### src/design/trig_pwm_pkg.sv
// Constants for the triggered PWM timer channel
package trig_pwm_pkg;
   localparam logic [2:0]  MODE_TRIG_PWM   = 3'h2;
   localparam logic [15:0] CNT_IDLE        = 16'hFFFF;
   localparam logic [15:0] CNT_ZERO        = 16'h0000;
   localparam logic [15:0] CMP_RESET       = 16'hFFFF;
   // Register byte offsets
   localparam logic [7:0]  OFS_CTRL0       = 8'h00;
   localparam logic [7:0]  OFS_CTRL1       = 8'h04;
   localparam logic [7:0]  OFS_CYCLE       = 8'h08;
   localparam logic [7:0]  OFS_WIDTH       = 8'h0C;
   localparam logic [7:0]  OFS_STATUS      = 8'h10;
   localparam logic [7:0]  OFS_COUNT       = 8'h14;
   // Control register zero fields
   localparam int          CTL0_MODE_LSB   = 0;
   localparam int          CTL0_ENABLE_BIT = 7;
   // Control register one fields
   localparam int          CTL1_SOFT_TRIG  = 0;
   localparam int          CTL1_EDGE_LSB   = 1;
   // Edge select codes
   localparam logic [1:0]  EDGE_NONE       = 2'h0;
   localparam logic [1:0]  EDGE_RISE       = 2'h1;
   localparam logic [1:0]  EDGE_FALL       = 2'h2;
   localparam logic [1:0]  EDGE_BOTH       = 2'h3;
   // Status register fields
   localparam int          STAT_RUN_BIT    = 0;
   localparam int          STAT_ARMED_BIT  = 1;
   localparam int          STAT_PULSE_BIT  = 2;
   localparam int          STAT_HALF_BIT   = 3;
   localparam logic [1:0]  HTRANS_NONSEQ   = 2'h2;
   localparam logic [2:0]  HSIZE_WORD      = 3'h2;
endpackage : trig_pwm_pkg

### src/design/trig_pwm_timer.sv
// Triggered PWM timer channel with AHB-Lite register slave
//
// The register offsets and the AHB-Lite register port were decided locally.
`timescale 1ns/10ps
// How it works
// - Mode code 010 selects triggered PWM
// - Enable set: counter idles awaiting trigger
// - First trigger clears FFFFH to 0000H, counts
// - Running trigger restarts counter, toggles half-duty
// - Every trigger drives pulse output high unless width is zero
// - Width times clock active; cycle plus one period
// - Cycle match: next step irq and clear
// - Width irq in cycle counter equals width
// - Buffers load only at cycle clear, or track registers while mode is off
// - Width register write arms buffer transfer
// - Width zero gives 0%, both irqs together
// - Width cycle plus one gives 100%
// - Trigger after width irq restarts, asserts output
// - Trigger before width match suppresses width irq
// - Trigger after cycle irq clears, keeps counting
// - Trigger before cycle match suppresses cycle irq
// - External edge or soft bit triggers
// - Soft trigger adds 50% half-duty wave
// - Third channel ignores external trigger edge
module trig_pwm_timer
   import trig_pwm_pkg::*;
#(
   parameter bit THIRD_CHANNEL = 1'b0
)(
   // Clock and reset
   input  wire logic        hclk,
   input  wire logic        hresetn,
   // AHB-Lite slave
   input  wire logic        hsel,
   input  wire logic [7:0]  haddr,
   input  wire logic [1:0]  htrans,
   input  wire logic        hwrite,
   input  wire logic [2:0]  hsize,
   input  wire logic [31:0] hwdata,
   input  wire logic        hready,
   output logic      [31:0] hrdata,
   output logic             hreadyout,
   output logic             hresp,
   // Count clock tick from prescaler
   input  wire logic        count_tick,
   // Link pins
   input  wire logic        ext_trigger_input,
   output logic             pulse_output,
   output logic             half_duty_output,
   // Match events
   output logic             cycle_match_irq,
   output logic             width_match_irq
);
   typedef struct packed {
      logic        wr_pend;
      logic [7:0]  wr_addr;
      logic [31:0] rdata;
      logic [2:0]  mode;
      logic        enable;
      logic [1:0]  edge_sel;
      logic        soft_pend;
      logic [15:0] cycle_cmp;
      logic [15:0] width_cmp;
      logic [15:0] cycle_buf;
      logic [15:0] width_buf;
      logic        armed;
      logic        running;
      logic        cyc_hit;
      logic [15:0] count;
      logic        pulse;
      logic        half;
      logic        soft_used;
      logic        cyc_irq;
      logic        wid_irq;
      logic [2:0]  trig_sync;
   } state_t;

   state_t st_reg;
   state_t st_next;

   logic        addr_ok;
   logic        trig_edge;
   logic        mode_on;
   logic        trigger;
   logic [31:0] wval;
   logic [15:0] cnt_inc;

   assign addr_ok   = hsel && hready && htrans == HTRANS_NONSEQ;
   assign hreadyout = 1'b1;
   assign hresp     = 1'b0;
   assign hrdata    = st_reg.rdata;
   assign pulse_output     = st_reg.pulse;
   assign half_duty_output = st_reg.half;
   assign cycle_match_irq  = st_reg.cyc_irq;
   assign width_match_irq  = st_reg.wid_irq;
   assign mode_on = st_reg.enable && st_reg.mode == MODE_TRIG_PWM;
   assign wval    = hwdata;
   assign cnt_inc = st_reg.count + 16'h0001;

   always_comb begin
      unique case (st_reg.edge_sel)
         EDGE_RISE: trig_edge = st_reg.trig_sync[1] & ~st_reg.trig_sync[2];
         EDGE_FALL: trig_edge = ~st_reg.trig_sync[1] & st_reg.trig_sync[2];
         EDGE_BOTH: trig_edge = st_reg.trig_sync[1] ^ st_reg.trig_sync[2];
         default:   trig_edge = 1'b0;
      endcase
   end

   // Triggers only act on a count step; soft trigger waits for one
   assign trigger = count_tick && mode_on &&
      ((trig_edge && !THIRD_CHANNEL) || st_reg.soft_pend);

   always_comb begin
      st_next = st_reg;
      st_next.trig_sync = {st_reg.trig_sync[1:0], ext_trigger_input};
      st_next.cyc_irq = 1'b0;
      st_next.wid_irq = 1'b0;
      // Bus data phase
      if (st_reg.wr_pend) begin
         unique case (st_reg.wr_addr)
            OFS_CTRL0: begin
               st_next.mode   = wval[CTL0_MODE_LSB +: 3];
               st_next.enable = wval[CTL0_ENABLE_BIT];
            end
            OFS_CTRL1: begin
               st_next.edge_sel = wval[CTL1_EDGE_LSB +: 2];
               if (wval[CTL1_SOFT_TRIG])
                  st_next.soft_pend = 1'b1;
            end
            OFS_CYCLE: st_next.cycle_cmp = wval[15:0];
            OFS_WIDTH: begin
               st_next.width_cmp = wval[15:0];
               st_next.armed     = 1'b1;
            end
            default: ;
         endcase
      end
      st_next.wr_pend = addr_ok && hwrite;
      if (addr_ok)
         st_next.wr_addr = haddr;
      if (addr_ok && !hwrite) begin
         unique case (haddr)
            OFS_CTRL0: st_next.rdata = {24'h00_0000, st_reg.enable,
                                        4'h0, st_reg.mode};
            OFS_CTRL1: st_next.rdata = {29'h0000_0000, st_reg.edge_sel,
                                        1'b0};
            OFS_CYCLE: st_next.rdata = {16'h0000, st_reg.cycle_cmp};
            OFS_WIDTH: st_next.rdata = {16'h0000, st_reg.width_cmp};
            OFS_STATUS: st_next.rdata = {28'h000_0000, st_reg.half,
                                         st_reg.pulse, st_reg.armed,
                                         st_reg.running};
            OFS_COUNT: st_next.rdata = {16'h0000, st_reg.count};
            default:   st_next.rdata = 32'h0000_0000;
         endcase
      end
      // Counter engine
      if (!mode_on) begin
         st_next.running   = 1'b0;
         st_next.count     = CNT_IDLE;
         st_next.pulse     = 1'b0;
         st_next.cyc_hit   = 1'b0;
         st_next.soft_used = 1'b0;
         st_next.cycle_buf = st_reg.cycle_cmp;
         st_next.width_buf = st_reg.width_cmp;
         st_next.armed     = 1'b0;
         st_next.soft_pend = 1'b0;
      end else if (trigger) begin
         // Trigger wins over any pending match: irqs suppressed
         st_next.count   = CNT_ZERO;
         st_next.running = 1'b1;
         st_next.cyc_hit = 1'b0;
         st_next.pulse   = st_reg.width_buf != CNT_ZERO;
         st_next.soft_pend = 1'b0;
         if (st_reg.soft_pend)
            st_next.soft_used = 1'b1;
         if (st_reg.running)
            st_next.half = ~st_reg.half;
      end else if (count_tick && st_reg.running) begin
         if (st_reg.cyc_hit) begin
            st_next.count   = CNT_ZERO;
            st_next.cyc_hit = 1'b0;
            st_next.cyc_irq = 1'b1;
            if (st_reg.armed) begin
               st_next.cycle_buf = st_reg.cycle_cmp;
               st_next.width_buf = st_reg.width_cmp;
               st_next.armed     = 1'b0;
            end
            st_next.pulse = (st_reg.armed ? st_reg.width_cmp
                             : st_reg.width_buf) != CNT_ZERO;
            if (st_reg.width_buf == CNT_ZERO)
               st_next.wid_irq = 1'b1;
            if (st_reg.soft_used)
               st_next.half = ~st_reg.half;
         end else begin
            st_next.count = cnt_inc;
            if (cnt_inc == st_reg.cycle_buf)
               st_next.cyc_hit = 1'b1;
            if (cnt_inc == st_reg.width_buf) begin
               st_next.pulse   = 1'b0;
               st_next.wid_irq = 1'b1;
            end
         end
      end
      // Set wins over clear for the soft trigger latch while mode is on
      if (st_reg.wr_pend && st_reg.wr_addr == OFS_CTRL1 &&
          wval[CTL1_SOFT_TRIG] && mode_on)
         st_next.soft_pend = 1'b1;
   end

   always_ff @(posedge hclk or negedge hresetn) begin
      if (!hresetn) begin
         st_reg <= '{wr_pend:   1'b0,
                     wr_addr:   8'h00,
                     rdata:     32'h0000_0000,
                     mode:      3'h0,
                     enable:    1'b0,
                     edge_sel:  EDGE_NONE,
                     soft_pend: 1'b0,
                     cycle_cmp: CMP_RESET,
                     width_cmp: CMP_RESET,
                     cycle_buf: CMP_RESET,
                     width_buf: CMP_RESET,
                     armed:     1'b0,
                     running:   1'b0,
                     cyc_hit:   1'b0,
                     count:     CNT_IDLE,
                     pulse:     1'b0,
                     half:      1'b0,
                     soft_used: 1'b0,
                     cyc_irq:   1'b0,
                     wid_irq:   1'b0,
                     trig_sync: 3'h0};
      end else begin
         st_reg <= st_next;
      end
   end
endmodule : trig_pwm_timer

### config.mk
export PLATFORM = sky130hd
export DESIGN_NAME = trig_pwm_timer
export DESIGN_NICKNAME = d
export VERILOG_FILES = /design/src/design/trig_pwm_pkg.sv /design/src/design/trig_pwm_timer.sv
export SDC_FILE = /design/constraint.sdc
export NUM_CORES = 1
export LEC_CHECK = 0
export ABC_CLOCK_PERIOD_IN_PS = 3190
export BUFFER_PORTS_ARGS = -buffer_cell sky130_fd_sc_hd__buf_4
export CAP_MARGIN = 10
export CELL_PAD_IN_SITES_DETAIL_PLACEMENT = 0
export CELL_PAD_IN_SITES_GLOBAL_PLACEMENT = 1
export CORE_AREA = 2 2 135 137
export CTS_CLUSTER_SIZE = 28
export DETAILED_ROUTE_END_ITERATION = 10
export DIE_AREA = 0 0 137 139
export PLACE_DENSITY_LB_ADDON = 0.1
export RECOVER_POWER = 25
export SKIP_CTS_REPAIR_TIMING = 1
export SLEW_MARGIN = 10
export SYNTH_ARGS = -nofsm -noshare
export SYNTH_HDL_FRONTEND = slang
export SYNTH_SLANG_ARGS = --single-unit
### constraint.sdc
create_clock -name hclk -period 3.19 [get_ports hclk]
set_input_delay 0.4785 -clock hclk [delete_from_list [all_inputs] [get_ports hclk]]
set_output_delay 0.4785 -clock hclk [all_outputs]
set_load 0.02 [all_outputs]
==> impl_results.md <==
* Standard-cell rows at 49
* Fmax at 328 MHz
* Status: complete, but fails checks
* Largest net degree at the start of global routing at between 40 and 50
* Critical Path Slowest Stage Cell: dfstp_2
* Hpwl dp at 14.2 mm
* Clock Tree Buf Depth at 2
* Vias in the first global route at 5,268
* Clock share of power at 0.469
* Vias after detailed routing at 5,290
* Starting DRT DRC Count at 319
* Initial core utilization at 0.394
* Fraction of layout cells with a size suffix above 1 at 0.389
* Post-synth EDFFs at 0
* Antenna violations before repair at 0
* Antenna viol nets, final at 0
* Synth Cell Area at 0.00695 mm2
* Final hold slack at between 0.15 and 0.2 ns
* Type of origin of the critical path: flop
* DRC Markers at 0
* Unrepaired setup endpoints after global routing: false
* Clk slew on worst S/H paths at 0.06 ns
* Slew Limit Fails at 46
* Switching Power at 0.999 mW
* Logic gate share of total power at 0.076
* Worst Path Buf+Inv at 1
* HP Class: in2reg
* Routed wire per std cell at 19.9 um
* Met2 Use GR at 0.306
* Internal power at 2.83 mW
* Worst setup path class: reg2reg
* Max cap viols at 1
* Root buf cell: clkbuf_16
* Failing checks: capacitance limit, slew limit
* CP arrival at approximately 3.4 ns
* Post-layout nets at a little under 800
* Power density cells at between 400 and 500 mW/mm2
* Fin crit share at 0.956
* Post-synthesis cell type count at 72
* I/O pin total at 90
* Die area at 0.0190 mm2
* Post-synthesis sequential area ratio at 0.457
* Detailed-route vias per instance at 5.47
* Pre-CTS setup slack at just over 0.09 ns
* Min Tclk post-route at approximately 3.1 ns
* H-Tree Depth at 4
* Final Wtd Congestion at 0.894
* Post-Syn Instances at 674
* TritonCTS clock tree: yes
* Clk_lat worst skew at 0.42 ns
* GR met1 Demand/Resource at 0.321
* M3 GR Usage at 0.0333
* CP peak stage delay at around 0.56 ns
* Post-Route WL at roughly 19 mm
* CP Capture Type: flop
* CP Cell Sequence: ha_1 > buf_4 > nand3_4 > nor4_4 > nor3_1 > or4b_4 > nor4_4 > nand4b_1 > a2111oi_2
* Crit Path Max Fanout at 5
* Core ar. at 0.0177 mm2
* Ys Warns at 0
* HP Start: ext_trigger_input
* Ys flop type: dfstp_2
* Hold endpoint: st_next[1]$_DFF_PN0_
* Worst r2r src: st_reg[8]$_DFFE_PN1P_
* Rel. slew slack at -0.759
* Clock skew at 0.00846 ns
* Hold Vio Cnt, Final at 0
* Reg2reg end: width_match_irq$_DFF_PN0_
* CTS Buf Count at 17
* Req. time, crit path at 3.49 ns
* Number of port buffers at 52
* Max VDD drop at 378 uV
* Hold Crit Depth at 1
* CP delay by family, top: simple AND/OR/NAND/NOR gates
* R2R setup slack at 0.14 ns
* Area Overhead vs Synth at 16.9%
* # diodes at 0
* Leak at between 3 and 4 nW
* Synth async-reset ratio at 1.00
* Global-route wire length before repair at 30.6 mm
* Final Setup Violations at 0
* Max reg flops at 101
* Seq pwr share at 0.455
* Final worst slack at 0.139 ns
* Switching part of the total at 0.261
* Setup TNS at 0 ns
* First-pass iteration count of the detailed router at 5
* Syn Area/Cell at just over 10 um2
* Gr usage total at 0.212
* CP most frequent cell: nor4_4
* Die W at 137 um
* Die Ht at 139 um
* GRT Max-Usage Layer: met1
* Flip-flop and latch count after synthesis at roughly 120
* Least-Margin Pin Slew at around 2.6 ns
* GRT overflow at 0
* Clock Sink Count at 123
* FF-to-FF path depth at 9
==> worst max path at each step <==
stage / endpoint / from / cells after the start
after floorplan: width_match_irq$_DFF_PN0_ / st_reg[9]$_DFFE_PN1P_ / 10
after global placement: width_match_irq$_DFF_PN0_ / st_reg[8]$_DFFE_PN1P_ / 9
after detailed placement: width_match_irq$_DFF_PN0_ / st_reg[8]$_DFFE_PN1P_ / 9
after CTS: width_match_irq$_DFF_PN0_ / st_reg[8]$_DFFE_PN1P_ / 9
after global routing: width_match_irq$_DFF_PN0_ / st_reg[8]$_DFFE_PN1P_ / 9
final: width_match_irq$_DFF_PN0_ / st_reg[8]$_DFFE_PN1P_ / 9
==> worst reg2reg max path, stage by stage, from the launching register on <==
cell       delay (ns)
dfstp_2          0.56
ha_1             0.22
buf_4            0.16
nand3_4          0.14
nor4_4           0.33
nor3_1           0.09
or4b_4           0.53
nor4_4           0.33
nand4b_1         0.17
a2111oi_2        0.40
==> cells in the mapped netlist (all sizes together), types with 6 or more instances <==
cell | count | share of area
dfrtp | 43 | 0.15
inv | 15 | 0.0081
a22o | 13 | 0.016
nand2 | 55 | 0.030
mux2 | 76 | 0.12
o22a | 6 | 0.0076
nand4 | 7 | 0.0063
o21ai | 36 | 0.026
a21oi | 53 | 0.038
dfstp | 80 | 0.30
xnor2 | 25 | 0.032
clkbuf | 33 | 0.018
nor4 | 15 | 0.017
buf | 45 | 0.050
nor3 | 15 | 0.012
nor2 | 43 | 0.023
a31oi | 6 | 0.0054
nand3 | 10 | 0.013
xor2 | 15 | 0.019
==> power by group through the flow <==
stage	clock network (mW)	registers, mW	logic [mW]
5_1_grt	1.91	1.76	0.322
3_3_place_gp	0	1.76	0.285
3_5_place_dp	0	1.77	0.292
6_report	1.80	1.74	0.289
2_1_floorplan	0	1.74	0.194
4_1_cts	1.84	1.74	0.293
==> metal layers <==
layer	wire, um	vias to the layer above
met2	8690	142
met1	9520	2662
met5	0	-
li1	-	2465
met4	303	0
met3	755	21
==> area by class of cell <==
cell class	count	area, um2
flip-flops and latches	123	3180
repair buffers	94	706
multi-input cells	474	3340
clock inverters	14	115
clock buffers	18	439
inverters	15	56.3
fillers	1692	9530
well taps	229	287
==> layout by cell type, fill, tap and decap left out, types with 6 or more instances in the layout <==
cell,Yosys,routed
conb_1,2,18
xor2_1,15,15
nand2_1,55,55
mux2_1,12,12
clkbuf_16,0,17
a22o_1,13,13
nand3_1,6,6
nor2_1,43,43
inv_1,14,14
xnor2_1,25,25
dfstp_2,80,80
dfrtp_1,43,43
nor3_1,14,12
nor4_1,12,12
o21ai_0,33,33
a21oi_1,53,53
o22a_1,6,6
nand4_1,7,7
buf_4,40,87
mux2_2,64,64
==> metrics by stage <==
stage                util  power [mW]  instance area, um2  cells
floorplan               -        1.93                7010    690
global placement    0.429        2.05                7570    935
detailed placement  0.429        2.06                7570    935
CTS                 0.460        3.87                8120    967
global route        0.460        3.98                8120    967
finish              0.460        3.83                8120    967
==> kinds of logic after synthesis <==
logic type,synth area share
buf+inv,0.0760
xor+xnor,0.0504
mux,0.130
other cells,0.00108
compound gates,0.139
fa+ha+maj,0.00540
simple gates,0.140
flops,0.457
(Power assumes the default switching activity.)
